`config.mk`:
```
export PLATFORM = sky130hd
export DESIGN_NAME = mem_access
export DESIGN_NICKNAME = d
export VERILOG_FILES = /design/src/core/mem_access_pkg.sv /design/src/core/mem_access.sv /design/src/core/gp_ram.sv
export VERILOG_INCLUDE_DIRS = /design/src /design/src/core
export SDC_FILE = /design/constraint.sdc
export NUM_CORES = 2
export LEC_CHECK = 0
export BUFFER_PORTS_ARGS = -buffer_cell sky130_fd_sc_hd__buf_2
export CAP_MARGIN = 40
export CORE_MARGIN = 5
export CORE_UTILIZATION = 48
export CTS_BUF_LIST = sky130_fd_sc_hd__clkbuf_8
export CTS_CLUSTER_DIAMETER = 200
export DETAILED_ROUTE_END_ITERATION = 10
export PLACE_DENSITY = 0.68
export SYNTH_ARGS = -nofsm -noshare
export SYNTH_HDL_FRONTEND = slang
export SYNTH_SLANG_ARGS = --single-unit
```
`constraint.sdc`:
```
create_clock -name clk -period 21.1 [get_ports clk]
set_clock_uncertainty 0.15 [all_clocks]
set_input_delay 4.22 -clock clk [delete_from_list [all_inputs] [get_ports clk]]
set_output_delay 4.22 -clock clk [all_outputs]
set_load 0.03 [all_outputs]
```
`src/core/mem_access_regs.svh`:
```
/*
 Holds the data memory map, table address widths and vector constants
 for the memory access block.
 Assumes inclusion by bare name from the package and the modules.
*/
`ifndef MEM_ACCESS_REGS_SVH
`define MEM_ACCESS_REGS_SVH

// Special register addresses, shared by every variant
`define ADDR_INDIRECT_ZERO 8'h00
`define ADDR_POINTER_ZERO 8'h01
`define ADDR_INDIRECT_ONE 8'h02
`define ADDR_POINTER_ONE 8'h03
`define ADDR_ACC 8'h05
`define ADDR_PCL 8'h06
`define ADDR_TABLE_POINTER 8'h07
`define ADDR_TABLE_HIGH 8'h08
`define ADDR_STATUS 8'h0A

// General purpose area start and size per variant
`define GP_START 8'h40
`define GP_SIZE_SMALL 9'h040
`define GP_SIZE_MIDDLE 9'h060
`define GP_SIZE_LARGE 9'h0A0
`define GP_DEPTH 160

// Table address widths per variant
`define TABLE_AW_SMALL 10
`define TABLE_AW_MIDDLE 11
`define TABLE_AW_LARGE 12

// Program word widths per variant
`define WORD_W_SMALL 14
`define WORD_W_LARGE 15

// Converter vector on the two larger variants
`define CONVERTER_VECTOR 12'h010

// Reset and fixed read values
`define DATA_ZERO 8'h00
`define POINTER_TOP_BIT 7
`define STATUS_FLAG_MASK 8'h30

`endif

```
`src/core/mem_access_pkg.sv`:
```
/*
 Types for the memory access block.
 Assumes the constants header sits in the same include path.
*/
package mem_access_pkg;
`include "mem_access_regs.svh"

   // Device variant
   typedef enum logic [1:0] {
      VARIANT_SMALL = 2'h0,
      VARIANT_MIDDLE = 2'h1,
      VARIANT_LARGE = 2'h2
   } variant_t;

   // Table read sequencer, one-hot
   typedef enum logic [2:0] {
      TBL_IDLE = 3'h1,
      TBL_FETCH = 3'h2,
      TBL_DONE = 3'h4
   } table_state_t;

   typedef logic [11:0] prog_addr_t;
   typedef logic [7:0] data_t;
endpackage : mem_access_pkg

```
`src/core/mem_access.sv`:
```
/*
 Table read sequencing, data memory decode and indirect addressing for a
 small 8-bit core.
 Assumes the decoder issues one access per cycle and holds a table read
 request until table_busy drops; program memory answers within a cycle.
*/
`timescale 1ns/1ps
`include "mem_access_regs.svh"

// What this block does
// Larger variants branch to 010H on converter done if enabled, stack free
// Table pointer gives low eight bits of every table address
// Current page read uses upper program counter bits plus table pointer
// Last page read forces upper address bits to ones
// Low byte of fetched word goes to the operand location if it lies in the general area
// Upper word part goes to table high byte, unused bits zero
// Table high byte is read-only, changed only by table reads
// Software should mask interrupts around main-line table reads
// Each table read takes two instruction cycles
// Table address width is twelve, eleven or ten bits per variant
// Data memory is byte wide from 00H, special then general area
// Shared special registers sit at the same address in all variants
// General locations read, write, and single-bit set or clear
// Unused and gap addresses read 00H
// Protected special registers ignore software writes
// Indirect ports hold nothing and redirect to their pointer
// Port zero pairs with pointer zero, port one with pointer one
// Pointer at an indirect port reads 00H, writes nothing
// Smaller variants read pointer bit 7 as one
// Second table cycle puts table address on program memory bus
module mem_access
   import mem_access_pkg::*;
(
   // Clock and reset
   input wire logic clk,
   input wire logic nrst,
   // Variant select, static
   input wire mem_access_pkg::variant_t variant,
   // Data memory access from the core
   input wire logic [7:0] dm_addr,
   input wire logic dm_rd,
   input wire logic dm_wr,
   input wire logic [7:0] dm_wdata,
   input wire logic dm_bit_set,
   input wire logic dm_bit_clr,
   input wire logic [2:0] dm_bit_sel,
   output logic [7:0] dm_rdata,
   // Table read request from the decoder
   input wire logic tbl_current,
   input wire logic tbl_last,
   input wire logic [7:0] tbl_dest,
   output logic table_busy,
   // Program counter and program memory
   input wire logic [11:0] pc,
   input wire logic [11:0] fetch_addr,
   output logic [11:0] prog_addr,
   input wire logic [14:0] prog_word,
   // Converter interrupt request
   input wire logic conv_done,
   input wire logic conv_irq_en,
   input wire logic stack_full,
   output logic vector_req,
   output logic [11:0] vector_addr
);
   // Sequencer state
   table_state_t state;
   table_state_t next_state;
   logic [11:0] tbl_addr;
   logic [11:0] next_tbl_addr;
   logic [7:0] tbl_dest_q;
   logic [7:0] next_tbl_dest_q;
   logic [11:0] next_prog_addr;
   logic next_table_busy;

   // Special registers held here
   logic [7:0] pointer_zero;
   logic [7:0] pointer_one;
   logic [7:0] table_pointer;
   logic [7:0] table_high_byte;
   logic [7:0] next_pointer_zero;
   logic [7:0] next_pointer_one;
   logic [7:0] next_table_pointer;
   logic [7:0] next_table_high_byte;
   logic [7:0] next_dm_rdata;
   logic next_vector_req;
   logic [11:0] next_vector_addr;
   logic conv_pend;
   logic next_conv_pend;

   // Effective address and decode
   logic [7:0] eff_addr;
   logic via_port;
   logic port_self;
   logic [8:0] gp_size;
   logic [8:0] gp_offset;
   logic in_gp;
   logic [7:0] gp_index;
   logic [7:0] gp_rdata;
   logic gp_wr;
   logic gp_set;
   logic gp_clr;
   logic [7:0] gp_wdata;
   logic [7:0] table_mask;
   logic [7:0] special_rd;
   logic [7:0] wr_val;
   logic [7:0] ptr_bit7;
   logic [6:0] high_part;

   // Indirect port redirect through its paired pointer
   always_comb begin
      via_port = 1'b0;
      eff_addr = dm_addr;
      if (dm_addr == `ADDR_INDIRECT_ZERO) begin
         via_port = 1'b1;
         eff_addr = pointer_zero;
      end else if (dm_addr == `ADDR_INDIRECT_ONE) begin
         via_port = 1'b1;
         eff_addr = pointer_one;
      end
      // Pointer aimed at a port
      port_self = via_port && (eff_addr == `ADDR_INDIRECT_ZERO ||
                               eff_addr == `ADDR_INDIRECT_ONE);
   end

   // General area starts at GP_START, after a gap above the special area
   always_comb begin
      case (variant)
         VARIANT_SMALL: gp_size = `GP_SIZE_SMALL;
         VARIANT_MIDDLE: gp_size = `GP_SIZE_MIDDLE;
         VARIANT_LARGE: gp_size = `GP_SIZE_LARGE;
         default: gp_size = `GP_SIZE_SMALL;
      endcase
      gp_offset = {1'b0, eff_addr} - {1'b0, `GP_START};
      in_gp = (eff_addr >= `GP_START) && (gp_offset < gp_size);
      gp_index = gp_offset[7:0];
   end

   // Top pointer bit reads one on smaller variants
   always_comb begin
      ptr_bit7 = (variant == VARIANT_LARGE) ? 8'h00 : 8'h80;
      // Upper table address bits by variant
      case (variant)
         VARIANT_SMALL: table_mask = 8'h03;
         VARIANT_MIDDLE: table_mask = 8'h07;
         VARIANT_LARGE: table_mask = 8'h0F;
         default: table_mask = 8'h03;
      endcase
   end

   // Fixed special addresses, unused ones read zero
   always_comb begin
      case (eff_addr)
         `ADDR_POINTER_ZERO: special_rd = pointer_zero | ptr_bit7;
         `ADDR_POINTER_ONE: special_rd = pointer_one | ptr_bit7;
         `ADDR_TABLE_POINTER: special_rd = table_pointer;
         `ADDR_TABLE_HIGH: special_rd = table_high_byte;
         default: special_rd = `DATA_ZERO;
      endcase
   end

   // Value after a byte write or a single bit change
   always_comb begin
      wr_val = dm_wdata;
      if (dm_bit_set) begin
         wr_val = special_rd | (8'h01 << dm_bit_sel);
      end else if (dm_bit_clr) begin
         wr_val = special_rd & ~(8'h01 << dm_bit_sel);
      end
   end

   // General area write strobes; table result also lands here
   always_comb begin
      gp_wr = 1'b0;
      gp_set = 1'b0;
      gp_clr = 1'b0;
      gp_wdata = dm_wdata;
      if (state == TBL_FETCH) begin
         // Low byte to the operand location
         gp_wr = in_gp && !port_self;
         gp_wdata = prog_word[7:0];
      end else if (!port_self && in_gp) begin
         gp_wr = dm_wr;
         gp_set = dm_bit_set;
         gp_clr = dm_bit_clr;
      end
   end

   gp_ram u_gp_ram (
      .clk(clk),
      .index(gp_index),
      .wr_en(gp_wr),
      .wr_data(gp_wdata),
      .bit_set(gp_set),
      .bit_clr(gp_clr),
      .bit_sel(dm_bit_sel),
      .rd_data(gp_rdata)
   );

   // Register writes and read data
   always_comb begin
      next_pointer_zero = pointer_zero;
      next_pointer_one = pointer_one;
      next_table_pointer = table_pointer;
      next_table_high_byte = table_high_byte;
      next_dm_rdata = dm_rdata;
      high_part = prog_word[14:8];
      // Word width 14 leaves the top bit zero
      if (variant != VARIANT_LARGE) begin
         high_part[6] = 1'b0;
      end
      if (state == TBL_FETCH) begin
         // Only the table read loads the high byte
         next_table_high_byte = {1'b0, high_part};
      end else if ((dm_wr || dm_bit_set || dm_bit_clr) && !port_self) begin
         // Table high byte not in this list, so writes drop
         case (eff_addr)
            `ADDR_POINTER_ZERO: next_pointer_zero = wr_val;
            `ADDR_POINTER_ONE: next_pointer_one = wr_val;
            `ADDR_TABLE_POINTER: next_table_pointer = wr_val;
            default: next_table_pointer = table_pointer;
         endcase
      end
      if (dm_rd) begin
         if (port_self) begin
            next_dm_rdata = `DATA_ZERO;
         end else if (in_gp) begin
            next_dm_rdata = gp_rdata;
         end else begin
            next_dm_rdata = special_rd;
         end
      end
   end

   // Table read sequencer; the operand rides on dm_addr in cycle two
   always_comb begin
      next_state = state;
      next_tbl_addr = tbl_addr;
      next_tbl_dest_q = tbl_dest_q;
      next_table_busy = 1'b0;
      next_prog_addr = fetch_addr;
      case (state)
         TBL_IDLE: begin
            if (tbl_current || tbl_last) begin
               // Table address forms
               if (tbl_last) begin
                  next_tbl_addr = {{4{1'b1}}, table_pointer};
               end else begin
                  next_tbl_addr = {pc[11:8], table_pointer};
               end
               next_tbl_addr[11:8] = next_tbl_addr[11:8] & table_mask[3:0];
               next_tbl_dest_q = tbl_dest;
               // Table address replaces the fetch
               next_prog_addr = next_tbl_addr;
               next_table_busy = 1'b1;
               next_state = TBL_FETCH;
            end
         end
         TBL_FETCH: begin
            // Second cycle retires the read
            next_state = TBL_DONE;
         end
         TBL_DONE: begin
            next_state = TBL_IDLE;
         end
         default: next_state = TBL_IDLE;
      endcase
   end

   // Converter vector with enable and stack guard
   always_comb begin
      next_conv_pend = conv_pend | conv_done;
      next_vector_req = 1'b0;
      next_vector_addr = vector_addr;
      // One pulse at a time; a fresh done in the taken cycle stays pending only when an earlier done was already pending
      if (variant != VARIANT_SMALL && next_conv_pend && conv_irq_en &&
          !stack_full && !next_table_busy && state == TBL_IDLE &&
          !vector_req) begin
         next_vector_req = 1'b1;
         next_vector_addr = `CONVERTER_VECTOR;
         next_conv_pend = conv_pend & conv_done;
      end
   end

   // Registered state
   always_ff @(posedge clk or negedge nrst) begin
      if (!nrst) begin
         state <= TBL_IDLE;
         tbl_addr <= 12'h000;
         tbl_dest_q <= 8'h00;
         prog_addr <= 12'h000;
         table_busy <= 1'b0;
         pointer_zero <= 8'h00;
         pointer_one <= 8'h00;
         table_pointer <= 8'h00;
         table_high_byte <= 8'h00;
         dm_rdata <= 8'h00;
         conv_pend <= 1'b0;
         vector_req <= 1'b0;
         vector_addr <= 12'h000;
      end else begin
         state <= next_state;
         tbl_addr <= next_tbl_addr;
         tbl_dest_q <= next_tbl_dest_q;
         prog_addr <= next_prog_addr;
         table_busy <= next_table_busy;
         pointer_zero <= next_pointer_zero;
         pointer_one <= next_pointer_one;
         table_pointer <= next_table_pointer;
         table_high_byte <= next_table_high_byte;
         dm_rdata <= next_dm_rdata;
         conv_pend <= next_conv_pend;
         vector_req <= next_vector_req;
         vector_addr <= next_vector_addr;
      end
   end
endmodule : mem_access

```
`src/core/gp_ram.sv`:
```
/*
 General purpose data memory array with bit set and clear.
 Assumes the parent has already range-checked the index.
*/
`timescale 1ns/1ps
`include "mem_access_regs.svh"

module gp_ram (
   // Clock
   input wire logic clk,
   // Access
   input wire logic [7:0] index,
   input wire logic wr_en,
   input wire logic [7:0] wr_data,
   input wire logic bit_set,
   input wire logic bit_clr,
   input wire logic [2:0] bit_sel,
   output logic [7:0] rd_data
);
   logic [7:0] mem [0:`GP_DEPTH-1];
   logic [7:0] bit_mask;
   logic [7:0] word_now;

   // Asynchronous read so the core sees data within the cycle
   always_comb begin
      word_now = mem[index];
      bit_mask = 8'h01 << bit_sel;
      rd_data = word_now;
   end

   // Byte write and single bit change
   always_ff @(posedge clk) begin
      if (wr_en) begin
         mem[index] <= wr_data;
      end else if (bit_set) begin
         mem[index] <= word_now | bit_mask;
      end else if (bit_clr) begin
         mem[index] <= word_now & ~bit_mask;
      end
   end
endmodule : gp_ram

```
==> results.json <==
{
  "run_status": "complete, no violations",
  "drc_errors": 0,
  "total_cell_area_at_the_placement_stage_um2": 57400,
  "floorplan.initialDensity_pct": 48.39,
  "synthDominantAreaCellType": "sky130_fd_sc_hd__edfxtp_1",
  "p_int_mw": 4.331,
  "setup.reg_to_reg.worst_slack_ns": 13.39,
  "critPathMaxFanout": 64,
  "sequentialPowerShare_pct": 53.3,
  "design.final.nets": 3965,
  "worst_setup_path_endpoint": "u_gp_ram.mem[103][1]$_DFFE_PP_",
  "slew_viol_final": 0,
  "post_synth_instance_area_um2": 54510,
  "cap_violations": 0,
  "final-seq-area_um2": 39890,
  "launching_instance_or_port_of_the_critical_path": "dm_addr[1]",
  "core_region_area_um2": 112700,
  "clock_power_share_pct": 35.6,
  "p_per_area_nw_per_um2": 95.56,
  "drt-pass1-iter-count": 6,
  "worst_r2r_endpoint": "u_gp_ram.mem[103][2]$_DFFE_PP_",
  "timing_hold_violations_final": 0,
  "ys_seq_elements": 1338,
  "drive_above_1_share_pct": 17.98,
  "synthAdderAreaFrac_pct": 0.1790,
  "hold_path_class": "flop to flop",
  "r2r_start": "pointer_one[1]$_DFFE_PN0P_",
  "postCtsHoldBufs": 0,
  "synth_top_area_share_pct": 70.51,
  "fp.dieArea_um2": 120400,
  "synth-async-reset-ratio_pct": 4.335,
  "yosys.area_share.simple_pct": 10.16,
  "grt_pass1_wl_um": 235200,
  "drt_first_iter_violations": 5383,
  "tightest_slew_ns": 0.9913,
  "gate_count_of_the_mapped_netlist": 3632,
  "yosys.area_share.xor_xnor_pct": 0,
  "route.detailed.wl_per_inst_um": 29.62,
  "clk_root_buffer_cell": "sky130_fd_sc_hd__clkbuf_8",
  "first_global_vias": 33640,
  "critPathRequiredTime_ns": 21.61,
  "clkSlewWorstSetupHoldPaths_ns": 0.06,
  "cp.arrival_ns": 11.26,
  "number_of_warning_messages_in_the_yosys_log": 0,
  "cts.sink_count": 1338,
  "switchingPower_mw": 1.542,
  "area_growth_syn_to_layout_pct": 12.74,
  "die_width_um": 347,
  "detailedPlacementHpwl_um": 102500,
  "track_usage_pct": 26.56,
  "h-tree-depth": 4,
  "finalInstanceArea_um2": 61460,
  "slew-limit-headroom_pct": 33.67,
  "yosysSeqAreaShare_pct": 73.17,
  "end_kind": "flop",
  "top_cells_by_area_synth": "sky130_fd_sc_hd__edfxtp_1 (71%), sky130_fd_sc_hd__mux4_2 (3.6%), sky130_fd_sc_hd__nand2_1 (3.4%), sky130_fd_sc_hd__dfrtp_1 (2.6%), sky130_fd_sc_hd__nand3_1 (2.3%)",
  "final.fill_count": 8904,
  "achievable-frequency_mhz": 92.97,
  "synth_common_cells": "sky130_fd_sc_hd__edfxtp_1 (1280), sky130_fd_sc_hd__nand2_1 (493), sky130_fd_sc_hd__nand3_1 (249), sky130_fd_sc_hd__nor2_1 (220), sky130_fd_sc_hd__mux2i_1 (124)",
  "synth_flop_cell": "sky130_fd_sc_hd__edfxtp_1",
  "crit_path_start_kind": "input pin",
  "multi_input_area_um2": 13610,
  "routed_via_density": 6.380,
  "synth_enable_flop_cells": 1280,
  "io_buffer_count": 85,
  "power.share.switching_pct": 26.26,
  "proportion_of_synthesized_area_in_mux_cells_pct": 6.739,
  "post-cts-setup-buffers": 0,
  "largest_net_degree_at_the_start_of_global_routing": 145,
  "gr-total-overflow": 0,
  "detail-route-antenna-nets": 0,
  "cts_buffer_depth": 3,
  "post-route-util_pct": 54.56,
  "vias": 35440,
  "tritoncts_clock_tree": "built",
  "syn_area_per_cell_um2": 15.01,
  "synth_top_family_by_area": "simple AND/OR/NAND/NOR gates",
  "max-vdd-ir-drop_mv": 0.06065,
  "most_common_cell_in_the_synthesized_netlist": "sky130_fd_sc_hd__edfxtp_1",
  "number_of_antenna_violations_at_the_first_check_in_global_routing": 5,
  "post_cts_resized": 0,
  "globalplace.congestion": 0.9603,
  "cell_rows": 123,
  "synth_cell_type_count": 78,
  "die_h_um": 347,
  "finalCritPeriodShare_pct": 50.98,
  "rsz_0062_raised_after_global_routing": "false",
  "static-leakage-power_nw": 20.62,
  "numCtsBuffers": 210,
  "clk-insertion-delay-late_ns": 0.91,
  "finalWorstPathRequiredPeriod_ns": 10.76,
  "combPwrFrac_pct": 11.0,
  "final_setup_violation_count": 0,
  "timing.reg2reg.worst_path_depth": 14,
  "finalSetupTns_ns": 0,
  "io-pin-count": 113,
  "timing_worst_setup_path_type": "input pin to flop",
  "synth_compound_gate_area_share_pct": 7.303,
  "drt_wl_total_um": 164500
}
## cell usage in the layout (no fill, tap or decap), types with 69 or more instances in the layout
| cell | n |
|---|---|
| sky130_fd_sc_hd__o21ai_0 | 69 |
| sky130_fd_sc_hd__mux2i_1 | 124 |
| sky130_fd_sc_hd__nand2_1 | 491 |
| sky130_fd_sc_hd__a21oi_1 | 90 |
| sky130_fd_sc_hd__buf_2 | 87 |
| sky130_fd_sc_hd__nor2_1 | 212 |
| sky130_fd_sc_hd__inv_1 | 73 |
| sky130_fd_sc_hd__clkbuf_8 | 219 |
| sky130_fd_sc_hd__mux4_2 | 88 |
| sky130_fd_sc_hd__nand3_1 | 249 |
| sky130_fd_sc_hd__edfxtp_1 | 1280 |
| sky130_fd_sc_hd__buf_4 | 167 |
## worst min path at each step
stage | start | endpoint | slack (ns) | cells past startpoint
2_1_floorplan | table_pointer[7]$_DFFE_PN0P_ | prog_addr[7]$_DFF_PN0_ | 0.31 | 2
3_3_place_gp | vector_addr[4]$_DFFE_PN0P_ | vector_addr[4]$_DFFE_PN0P_ | 0.30 | 1
3_5_place_dp | table_pointer[6]$_DFFE_PN0P_ | prog_addr[6]$_DFF_PN0_ | 0.33 | 2
4_1_cts | dm_rdata[4]$_DFFE_PN0P_ | dm_rdata[4]$_DFFE_PN0P_ | 0.35 | 2
5_1_grt | table_pointer[5]$_DFFE_PN0P_ | prog_addr[5]$_DFF_PN0_ | 0.38 | 2
6_report | vector_addr[4]$_DFFE_PN0P_ | vector_addr[4]$_DFFE_PN0P_ | 0.34 | 1
## sequential cells by signal, indices dropped and copies added (netlist names)
name,flops
conv_pend,1
table_high_byte,7
state,3
table_pointer,8
dm_rdata,8
vector_addr,1
vector_req,1
pointer_one,8
u_gp_ram.mem,1280
prog_addr,12
table_busy,1
pointer_zero,8
## logic make-up after synthesis
group | after synthesis
AO/OA/AOI/OAI | 562
adder cells (fa/ha/maj) | 8
buffers and inverters | 264
flip-flops | 1338
multiplexers | 252
other | 1
AND/OR/NAND/NOR | 1207
## power by group through the flow
stage	registers [mW]	logic [mW]	clock network, mW
5_1_grt	3.13	0.679	2.23
4_1_cts	3.13	0.636	2.11
3_5_place_dp	3.19	0.634	0
6_report	3.13	0.649	2.09
2_1_floorplan	3.28	0.313	0
3_3_place_gp	3.19	0.598	0
## worst max-delay path, cell delays in order
cell	delay (ns)
sky130_fd_sc_hd__buf_2	0.28
sky130_fd_sc_hd__or4_1	0.66
sky130_fd_sc_hd__or3_1	0.47
sky130_fd_sc_hd__nand2_4	0.52
sky130_fd_sc_hd__buf_4	0.64
sky130_fd_sc_hd__nor2_2	0.23
sky130_fd_sc_hd__buf_4	0.34
sky130_fd_sc_hd__a32oi_1	0.37
sky130_fd_sc_hd__o311ai_0	0.19
sky130_fd_sc_hd__and3_1	0.28
sky130_fd_sc_hd__a211oi_1	0.83
sky130_fd_sc_hd__a311oi_1	0.18
sky130_fd_sc_hd__buf_2	0.24
sky130_fd_sc_hd__a31oi_4	0.17
sky130_fd_sc_hd__buf_4	0.47
sky130_fd_sc_hd__buf_4	0.61
sky130_fd_sc_hd__buf_16	0.31
## final cells by class
cell class                 instances  share of cell area (%)
sequential                      1338                   64.90
clock buffer                     219                   4.904
inverter                          13                 0.07940
timing repair buffer             276                   3.320
tap                             1500                   3.054
clock inverter                   164                   1.576
antenna                            4                 0.01629
multi-input combinational       2040                   22.15
## metal layers
metal	up-vias	share of wire (%)	track usage (%)
li1	14770	-	-
met4	2	5.4	12.83
met5	-	0.0079	0
met2	2551	45	40.03
met1	17650	37	35.66
met3	466	13	7.871
## through the flow
stage / power [mW] / setup WS [ns] / hold WS, ns / std cells
floorplan: 3.590 / 7.724 / 0.3073 / 3642
global placement: 3.786 / 9.569 / 0.3027 / 5066
detailed placement: 3.821 / 9.810 / 0.3314 / 5160
CTS: 5.875 / 10.74 / 0.3531 / 5543
global route: 6.046 / 10.30 / 0.3762 / 5552
finish: 5.873 / 10.34 / 0.3390 / 5554
Note: power is estimated with default switching activity, not from simulation.
